<file path="src/hw/gip_pkg.sv">
// Constants and types shared by the two-wire target port
package gip_pkg;
	localparam int CLK_HZ = 25_000_000;
	localparam int CLK_NS = 1_000_000_000 / CLK_HZ;
	// Longest spike that the line filter must swallow
	localparam int GLITCH_NS = 50;
	// A new level must persist this many cycles beyond the first sample
	localparam logic [1:0] GLITCH_CYC =
		2'((GLITCH_NS + CLK_NS - 1) / CLK_NS);
	localparam logic [6:0] OWN_ADDR_BASE = 7'h20;
	localparam int LINE_SCL = 0;
	localparam int LINE_SDA = 1;
	localparam int PIN_PWR = 0;
	localparam int PIN_SEL = 1;
	localparam int PIN_CS_N = 2;
	localparam int PIN_SA = 3;
	localparam logic [1:0] K_ADDR = 2'h0;
	localparam logic [1:0] K_REG = 2'h1;
	localparam logic [1:0] K_DATA = 2'h2;
	localparam logic [3:0] BITS_BYTE = 4'h8;
	localparam logic [3:0] BITS_LAST = 4'h7;
	localparam logic [7:0] PTR_STEP = 8'h01;
	typedef enum logic [2:0] {
		ST_IDLE,
		ST_RX,
		ST_ACK,
		ST_TX,
		ST_MACK,
		ST_IGNORE
	} gip_state_e;
endpackage

</file>
<file path="src/hw/gip_line_if.sv">
// Filtered bus line levels passed from the line filter to the port logic
`timescale 1ns/100ps
interface gip_line_if;
	logic scl;
	logic sda;
	modport src (output scl, output sda);
	modport dst (input scl, input sda);
endinterface

</file>
<file path="src/hw/gip_line_filter.sv">
// Synchroniser and spike filter for the two bus lines
`timescale 1ns/100ps
module gip_line_filter (
	input  wire logic       sys_clk,
	input  wire logic       sys_rst,
	input  wire logic [1:0] line_raw,
	gip_line_if.src         bus
);
	typedef struct packed {
		logic [1:0]      s1;
		logic [1:0]      s2;
		logic [1:0]      out;
		logic [1:0][1:0] cnt;
	} gip_filt_s;

	localparam gip_filt_s FILT_RST = '{s1: 2'h3, s2: 2'h3, out: 2'h3,
		cnt: '0};

	gip_filt_s r;
	gip_filt_s n;

	always_comb begin
		n = r;
		n.s1 = line_raw;
		n.s2 = r.s1;
		for (int i = 0; i < 2; i++) begin
			// Level must differ from the output for several samples in a row
			if (r.s2[i] == r.out[i]) begin
				n.cnt[i] = '0;
			end else if (r.cnt[i] == gip_pkg::GLITCH_CYC) begin
				n.out[i] = r.s2[i];
				n.cnt[i] = '0;
			end else begin
				n.cnt[i] = r.cnt[i] + 2'h1;
			end
		end
	end

	always_ff @(posedge sys_clk or posedge sys_rst) begin
		if (sys_rst) begin
			r <= FILT_RST;
		end else begin
			r <= n;
		end
	end

	assign bus.scl = r.out[gip_pkg::LINE_SCL];
	assign bus.sda = r.out[gip_pkg::LINE_SDA];

	generate
		for (genvar g = 0; g < 2; g++) begin : g_chk
			glitch_reject_a: assert property (@(posedge sys_clk)
				disable iff (sys_rst)
				$changed(r.out[g]) |-> $past(r.s2[g], 1) == r.out[g]
				&& $past(r.s2[g], 2) == r.out[g]
				&& $past(r.s2[g], 3) == r.out[g])
				else $error("line output changed on a short pulse");
		end
	endgenerate
endmodule // gip_line_filter

</file>
<file path="src/hw/gip_target.sv">
// Two-wire bus target port in front of the sensor register file
`timescale 1ns/100ps
module gip_target (
	input  wire logic       sys_clk,
	input  wire logic       sys_rst,
	input  wire logic       scl_in,
	output logic            scl_out,
	output logic            scl_oe,
	input  wire logic       sda_in,
	output logic            sda_out,
	output logic            sda_oe,
	input  wire logic       address_select_or_serial_out,
	input  wire logic       iface_select,
	input  wire logic       chip_select_n,
	input  wire logic       core_power_good,
	output logic [7:0]      reg_addr,
	output logic [7:0]      reg_wdata,
	output logic            reg_wr,
	output logic            reg_rd,
	input  wire logic [7:0] reg_rdata
);
	typedef struct packed {
		gip_pkg::gip_state_e st;
		logic [3:0]          bits;
		logic [7:0]          sh;
		logic [1:0]          kind;
		logic                rd;
		logic                mack;
		logic [7:0]          ptr;
		logic                sda_low;
		logic                scl_q;
		logic                sda_q;
		logic [3:0]          m1;
		logic [3:0]          m2;
		logic [7:0]          addr;
		logic [7:0]          wdata;
		logic                wr;
		logic                rdreq;
	} gip_port_s;

	// Edge history starts at the idle bus level, so no false edge follows reset
	localparam gip_port_s PORT_RST = '{st: gip_pkg::ST_IDLE, scl_q: 1'b1,
		sda_q: 1'b1, default: '0};

	gip_port_s  r;
	gip_port_s  n;
	gip_line_if line_bus ();
	logic       active;
	logic [6:0] own_addr;
	logic       scl_rise;
	logic       scl_fall;
	logic       start_condition;
	logic       stop_condition;

	gip_line_filter u_filter (
		.sys_clk  (sys_clk),
		.sys_rst  (sys_rst),
		.line_raw ({sda_in, scl_in}),
		.bus      (line_bus)
	);

	// Core powered, two-wire mode strapped, chip select held high
	assign active = r.m2[gip_pkg::PIN_PWR] & ~r.m2[gip_pkg::PIN_SEL]
		& r.m2[gip_pkg::PIN_CS_N];
	assign own_addr = {gip_pkg::OWN_ADDR_BASE[6:1],
		r.m2[gip_pkg::PIN_SA]};
	assign scl_rise = line_bus.scl & ~r.scl_q;
	assign scl_fall = ~line_bus.scl & r.scl_q;
	assign start_condition = line_bus.scl & r.scl_q & r.sda_q & ~line_bus.sda;
	assign stop_condition = line_bus.scl & r.scl_q & ~r.sda_q & line_bus.sda;

	always_comb begin
		n = r;
		n.wr = 1'b0;
		n.rdreq = 1'b0;
		n.m1 = {address_select_or_serial_out, chip_select_n, iface_select,
			core_power_good};
		n.m2 = r.m1;
		n.scl_q = line_bus.scl;
		n.sda_q = line_bus.sda;
		if (!active) begin
			n.st = gip_pkg::ST_IDLE;
			n.sda_low = 1'b0;
		end else if (start_condition) begin
			// Start and repeated start both restart address reception
			n.st = gip_pkg::ST_RX;
			n.bits = '0;
			n.kind = gip_pkg::K_ADDR;
			n.sda_low = 1'b0;
		end else if (stop_condition) begin
			n.st = gip_pkg::ST_IDLE;
			n.sda_low = 1'b0;
		end else begin
			case (r.st)
				gip_pkg::ST_RX: begin
					if (scl_rise) begin
						n.sh = {r.sh[6:0], line_bus.sda};
						n.bits = r.bits + 4'h1;
					end
					if (scl_fall && r.bits == gip_pkg::BITS_BYTE) begin
						n.st = gip_pkg::ST_ACK;
						n.sda_low = 1'b1;
						case (r.kind)
							gip_pkg::K_ADDR: begin
								if (r.sh[7:1] == own_addr) begin
									n.rd = r.sh[0];
									n.rdreq = r.sh[0];
									n.addr = r.ptr;
								end else begin
									n.st = gip_pkg::ST_IGNORE;
									n.sda_low = 1'b0;
								end
							end
							gip_pkg::K_REG: begin
								n.ptr = r.sh;
							end
							default: begin
								n.wr = 1'b1;
								n.addr = r.ptr;
								n.wdata = r.sh;
								n.ptr = r.ptr + gip_pkg::PTR_STEP;
							end
						endcase
					end
				end
				gip_pkg::ST_ACK: begin
					if (scl_fall && r.rd) begin
						n.st = gip_pkg::ST_TX;
						n.sh = reg_rdata;
						n.sda_low = ~reg_rdata[7];
						n.bits = '0;
						n.ptr = r.ptr + gip_pkg::PTR_STEP;
					end else if (scl_fall) begin
						n.st = gip_pkg::ST_RX;
						n.sda_low = 1'b0;
						n.bits = '0;
						n.kind = (r.kind == gip_pkg::K_ADDR) ?
							gip_pkg::K_REG : gip_pkg::K_DATA;
					end
				end
				gip_pkg::ST_TX: begin
					// Data changes only after the controller lowers the clock
					if (scl_fall && r.bits == gip_pkg::BITS_LAST) begin
						n.st = gip_pkg::ST_MACK;
						n.sda_low = 1'b0;
					end else if (scl_fall) begin
						n.sh = {r.sh[6:0], 1'b0};
						n.sda_low = ~r.sh[6];
						n.bits = r.bits + 4'h1;
					end
				end
				gip_pkg::ST_MACK: begin
					if (scl_rise) begin
						n.mack = ~line_bus.sda;
						n.rdreq = ~line_bus.sda;
						n.addr = r.ptr;
					end
					if (scl_fall && r.mack) begin
						n.st = gip_pkg::ST_TX;
						n.sh = reg_rdata;
						n.sda_low = ~reg_rdata[7];
						n.bits = '0;
						n.ptr = r.ptr + gip_pkg::PTR_STEP;
					end else if (scl_fall) begin
						n.st = gip_pkg::ST_IGNORE;
					end
				end
				default: begin
					n.sda_low = 1'b0;
				end
			endcase
		end
	end

	always_ff @(posedge sys_clk or posedge sys_rst) begin
		if (sys_rst) begin
			r <= PORT_RST;
		end else begin
			r <= n;
		end
	end

	// Open drain data; the clock line is never pulled low
	assign sda_out = 1'b0;
	assign sda_oe = r.sda_low;
	assign scl_out = 1'b0;
	assign scl_oe = 1'b0;
	assign reg_addr = r.addr;
	assign reg_wdata = r.wdata;
	assign reg_wr = r.wr;
	assign reg_rd = r.rdreq;

	no_stretch_a: assert property (@(posedge sys_clk) disable iff (sys_rst)
		!scl_oe && (!sda_oe
		|| r.st inside {gip_pkg::ST_ACK, gip_pkg::ST_TX}))
		else $error("clock line driven or data driven out of slot");
	shutdown_quiet_a: assert property (@(posedge sys_clk)
		disable iff (sys_rst)
		!r.m2[gip_pkg::PIN_PWR] |=> !sda_oe && !reg_wr && !reg_rd)
		else $error("bus activity while core unpowered");
	mode_gate_a: assert property (@(posedge sys_clk) disable iff (sys_rst)
		r.m2[gip_pkg::PIN_SEL] || !r.m2[gip_pkg::PIN_CS_N] |=> !sda_oe)
		else $error("two-wire port active outside its mode");
	addr_ack_a: assert property (@(posedge sys_clk) disable iff (sys_rst)
		r.st == gip_pkg::ST_RX && r.kind == gip_pkg::K_ADDR && active
		&& !start_condition && !stop_condition && scl_fall
		&& r.bits == gip_pkg::BITS_BYTE
		&& r.sh[7:1] == {6'h10, r.m2[gip_pkg::PIN_SA]} |=> sda_oe)
		else $error("own address not acknowledged");
	addr_nak_a: assert property (@(posedge sys_clk) disable iff (sys_rst)
		r.st == gip_pkg::ST_RX && r.kind == gip_pkg::K_ADDR && scl_fall
		&& r.bits == gip_pkg::BITS_BYTE
		&& r.sh[7:1] != {6'h10, r.m2[gip_pkg::PIN_SA]}
		|=> !sda_oe && !reg_wr && !reg_rd)
		else $error("foreign address acknowledged");
	read_dir_a: assert property (@(posedge sys_clk) disable iff (sys_rst)
		r.st == gip_pkg::ST_ACK && r.rd && scl_fall && active
		&& !start_condition && !stop_condition |=> r.st == gip_pkg::ST_TX)
		else $error("read direction did not start sending");
	wr_ptr_a: assert property (@(posedge sys_clk) disable iff (sys_rst)
		reg_wr |-> r.ptr == reg_addr + 8'h01 && r.st == gip_pkg::ST_ACK
		&& sda_oe)
		else $error("write pointer did not advance");
	rd_ptr_a: assert property (@(posedge sys_clk) disable iff (sys_rst)
		r.st != gip_pkg::ST_TX ##1 r.st == gip_pkg::ST_TX
		|-> r.ptr == $past(r.ptr) + 8'h01)
		else $error("read pointer did not advance");
endmodule // gip_target

</file>
<file path="config.mk">
export PLATFORM = sky130hd
export DESIGN_NAME = gip_target
export DESIGN_NICKNAME = d
export VERILOG_FILES = /design/src/hw/gip_pkg.sv /design/src/hw/gip_line_if.sv /design/src/hw/gip_line_filter.sv /design/src/hw/gip_target.sv
export SDC_FILE = /design/constraint.sdc
export NUM_CORES = 1
export LEC_CHECK = 0
export BUFFER_PORTS_ARGS = -buffer_cell sky130_fd_sc_hd__buf_4
export CAP_MARGIN = 20
export CORE_AREA = 2 2 80 82
export CTS_CLUSTER_SIZE = 12
export DETAILED_ROUTE_END_ITERATION = 7
export DIE_AREA = 0 0 82 84
export GPL_TIMING_DRIVEN = 0
export PLACE_DENSITY = 0.88
export SYNTH_ARGS = -nofsm -noshare
export SYNTH_HDL_FRONTEND = slang
export SYNTH_HIERARCHICAL = 1
export SYNTH_SLANG_ARGS = --single-unit
</file>
<file path="constraint.sdc">
create_clock -name sys_clk -period 2.78 [get_ports sys_clk]
set_input_delay 0.139 -clock sys_clk [delete_from_list [all_inputs] [get_ports sys_clk]]
set_output_delay 0.139 -clock sys_clk [all_outputs]
set_load 0.02 [all_outputs]
</file>
Yosys cells after proc, flatten, opt, wreduce, memory -nomap -nowiden --
Cells that the tools add are included.
Storage, ports and cells: bits of input ports 16, output and inout port bits 22, word-level logic and storage cells 169, register bits after elaboration 66
Cells by class: muxes and demuxes 62, eq/ne operators 36, reduce and logical (&&, ||, !) cells 24, bitwise logic cells 21, add/sub/neg operators 4
Operator list (number):
- $pmux 15 s4 | 1
- $mux 12 | 4
- $pmux 8 s2 | 3
- $mux 8 | 4
- $mux 9 | 3
- $mux 2 | 12
- $mux 24 | 1
- $mux 3 | 8
- $pmux 8 s3 | 1
- $reduce_and 8->1 | 3
- $ne 2x2->1 const B | 11
- $mux 7 | 3
- $mux 1 | 19
- $mux 18 | 1
- $ne 6x6->1 const B | 3
- $ne 3x3->1 const B | 5
- $ne 5x5->1 const B | 3
- $reduce_and 5->1 | 3
- $not 1->1 | 12
- $and 1x1->1 | 9
- $reduce_and 9->1 | 1
- $add 8x1->8 const B | 1
- $eq 7x6->1 | 1
- $ne 7x1->1 const B | 1
- 24 further kinds | 34

Logic depth before layout (Yosys ltp) --
depth after elaboration 8, mapped depth 10, gate-level depth less buffers 8

Cells and area by module --
The synthesis kept the hierarchy.
By module, submodules not included:
- gip_target | cells an instance 323, seq. area each 1403.8 µm², area an instance 3046.7 µm², times used 1
- gip_line_filter | cells an instance 21, seq. area each 257.7 µm², area an instance 361.6 µm², times used 1

Worst setup path after synthesis --
Ideal clock, no wire load.
kind flip-flop to flip-flop, start point register r[27] in the netlist's numbering, end point register r[34] in the netlist's numbering, data required time 2.659 ns, setup time 0.121 ns, cell stages (with the launch flop) 8, data arrival time 1.898 ns, period minus slack after synthesis 2.019 ns, buffers on the path 2, path slack 0.761 ns, cell sequence dfstp_2 > nand2b_2 > or3_1 > buf_2 > a21oi_2 > a21bo_4 > buf_6 > o22a_1
On the way: word-level cells in the longest chain between the ends 5, elaborated cells between the ends (all ways) 15, classes of those cells eq/ne: 3; bitwise: 8; reduce/logical: 4
Ends and longest elaborated chain:
- start: declaration | line gip_target.sv:45 | gip_port_s r;
- start signal: assignment | line gip_target.sv:179 | r <= n;
- $and 1x1->1 | line gip_target.sv:69, gip_target.sv:70
- $and 1x1->1, on equally long branches (2 in a row) | line gip_target.sv:70, gip_target.sv:69
- $not 1->1 (no line)
- $reduce_and 8->1 (no line) *
Every way passes the cells marked *; elsewhere a longest branch is shown, timed or not. A chain may end at the register's enable or synchronous reset.

Final worst setup path --
start point register u_filter.r, in the netlist u_filter/bus.sda, end point register r[48] in the netlist's numbering
On the way: word-level cells in the longest chain between the ends 4, elaborated cells between the ends (all ways) 6, classes of those cells bitwise: 5; reduce/logical: 1
Ends and longest elaborated chain:
- start: declaration | line gip_line_filter.sv:19 | gip_filt_s r;
- start signal: assignment | line gip_line_filter.sv:43 | r <= n;
- $not 1->1 | line gip_target.sv:69 | assign start_condition = line_bus.scl & r.scl_q & r.sda_q & ~line_bus.sda;
- $and 1x1->1 | line gip_target.sv:69
- $not 1->1 (no line)
- $reduce_and 9->1 (no line) *
Marked as above.

==> impl_metrics.ini <==
[sta]
hold_slack_ps = 80.0
period_needed_ps = 2450
fin_skew_ps = 13.4
setup-tns-final_ps = 0
slew_violations = 0
relSlewSlack_pct = 45.0
grt_setup_unrepaired = no
setup_viol = 0
hold_viol = 0
max_freq_ghz = 0.408
min_period_over_period_pct = 88.2
tightestPinTransition_ps = 819

[placement]
portBuffers = 34
dpl.hpwl_mm = 5.16
gp_congestion = 0.887
place_area_mm2 = 0.00379

[detailed_routing]
dr.pass1.iters = 4
ant_nets = 0
via_per_inst = 5.58
drt_iter0_drc = 309
num_vias = 2682
route.detailed.drc = 0
wl_per_cell_um = 15.2
wl_mm = 7.33

[grt]
grt_pass1_vias = 2599
grt_overflow = 0
grt_usage_pct = 23.5
grt_max_degree = 46
antenna_found_initial = 0
grt_pass1_wl_mm = 12.3

[worst_setup_path]
r2r_slack_ps = 330
cp.arrival_ps = 2720
path_max_fanout = 10
reg2reg_depth = 7
cp_common_cell = o21ai_1
cp.required_ps = 3040
cp_cell_sequence = xnor2_1, o21ai_1, nor2_1, o21ai_1, buf_2, nand2_1, o21ai_0
slowest_stage = o21ai_1
crit_type = reg -> reg
critical-path-max-stage-delay_ps = 670
startpoint = u_filter/bus.sda
cp-end-kind = flop
crit_path_start_kind = flop
r2r_start = u_filter/bus.sda
r2r-end = r[48]

[finish]
final-seq-area_mm2 = 0.00166
n_antenna_cell = 0
postLayoutCoreUtil_pct = 66.9
fin_nets = 418
layout-drive-gt1-share_pct = 26.5
multi_input_area_mm2 = 0.00150
final_cell_area_mm2 = 0.00408
final_cell_mix = dfrtp_1 (58), buf_4 (53), nand2_1 (36), o21ai_0 (28), nor2_1 (25)
nFillCells = 468
final_common_cell = dfrtp_1
area_delta_synth_final_pct = 19.6

[worst_hold_path]
hp-class = in -> reg
whs_endpoint = r[45]
worstHoldStart = reg_rdata[4]
min_path_cells = 3

[clocking]
clk_pin_slew_ps = 80
clk_latency_ps = 350
cts_resized = 0
root_buffer = clkbuf_8
cts_tree = done
postCtsSetupBuffers = 0
numCtsBuffers = 9
cts_htree_levels = 3
clockBufferDepth = 2
hold_buffers = 7
cts.sinks = 66

[power_and_ir_drop]
peakVddDrop_mv = 0.509
p_leak_nw = 1.84
pwr_density_cell_mw_per_mm2 = 711

[floorplanning]
die-area_mm2 = 0.00689
start_util_pct = 55.9
die_x_um = 82
die_h_um = 84
rows = 29
core_area_mm2 = 0.00610
io_pins = 38

[synth]
synth_top_area_share_pct = 42.6
syn_area_per_cell_um2 = 9.91
synth_flop_cell = dfrtp_1
synth_area_mm2 = 0.00341
synth_edf_count = 0
yosysTopAreaCell = dfrtp_1
synth_area_leaders = dfrtp_1 (43%), dfstp_2 (6.2%), mux2i_1 (5.3%)
async_reset_ff_share_pct = 100
yosysSeqAreaShare_pct = 48.8
synth_cell_types = 59
ys_seq_elements = 66
synthCells = 344
yosysWarnings = 6

[flow_run]
maxCapViolCount = 0

[run_status]
outcome = complete, no violations
## logic make-up (layout without fill, tap and decap cells)
logic type	Yosys count	after routing	synth area share (%)
AOI/OAI and AO/OA	80	80	14.4
xor gates and xnor gates	4	4	1.03
adders and majority gates	3	3	1.10
buffers and inverters	44	102	7.34
DFF	66	66	48.8
muxes	29	29	9.14
other	1	3	0.110
and+or+nand+nor	117	117	18.1
## synth_stat cells (3+ instances only)
master    number
a31oi_1        6
dfrtp_1       58
o21ai_1       10
buf_4         19
nor2_1        25
inv_1         15
a21oi_1       14
clkbuf_1       4
ha_1           3
xnor2_1        4
dfstp_2        8
mux2_2         9
nand3_1        7
nand2_1       36
nor3_1        10
nor3b_1        6
buf_2          5
nand3b_1       4
nor4_1         3
and2_1         4
o21ai_0       28
o31ai_1        4
nand2b_1       3
mux2i_1       18
## through the flow
stage               power, mW  cells  worst slack, ps
CTS                      2.90    481              361
floorplan                1.80    346              761
finish                   2.90    481              328
global route             3.05    481              170
detailed placement       2.00    458              370
global placement         1.95    457              426
## layout make-up
class | instances | share of cell area [%]
flip-flops and latches | 66 | 40.7
multi-input cells | 236 | 36.9
repair buffers | 42 | 8.47
plain buffers | 29 | 4.76
clock buffers | 11 | 3.47
well taps | 77 | 2.36
clock inverters | 5 | 1.93
inverters | 15 | 1.38
## worst max-delay path by stage
stage                         endpoint  cells past startpoint  slack, ps
after floorplan                  r[34]                      7        760
after global placement    reg_wdata[2]                      4        430
after detailed placement  reg_wdata[7]                      4        370
after CTS                        r[41]                      6        360
after global routing             r[31]                      8        170
final                            r[48]                      7        330
## state kept, by name (all words and copies together), names as in the netlist
signal and cells:
reg_wr 1, u_filter/r 6, u_filter/bus.scl 1, reg_rd 1, n 4, own_addr 1, r 32, sda_oe 1
reg_addr 8, reg_wdata 8, u_filter/bus.sda 1, u_filter/n 2
## power breakdown
part	total [mW]	internal, mW	switching (mW)
clock	0.890	0.528	0.362
combinational	0.656	0.295	0.360
sequential	1.35	1.13	0.223
total	2.90	1.95	0.946
## routing by layer
metal / track usage, % / part of all wire, % / vias up
li1: - / - / 1301
met1: 32.4 / 44 / 1292
met2: 35.7 / 49 / 79
met3: 5.74 / 5.5 / 10
met4: 9.09 / 1.2 / 0
met5: 0 / 0 / -
## worst max-delay path, delay by kind of cell (launching register included)
family	cells	cell delay, ps
AO/OA/AOI/OAI	3	1090
AND/OR/NAND/NOR	2	180
buffers and inverters	1	300
XOR/XNOR	1	140
flip-flops	1	640
Note: power is estimated with default switching activity, not from simulation.
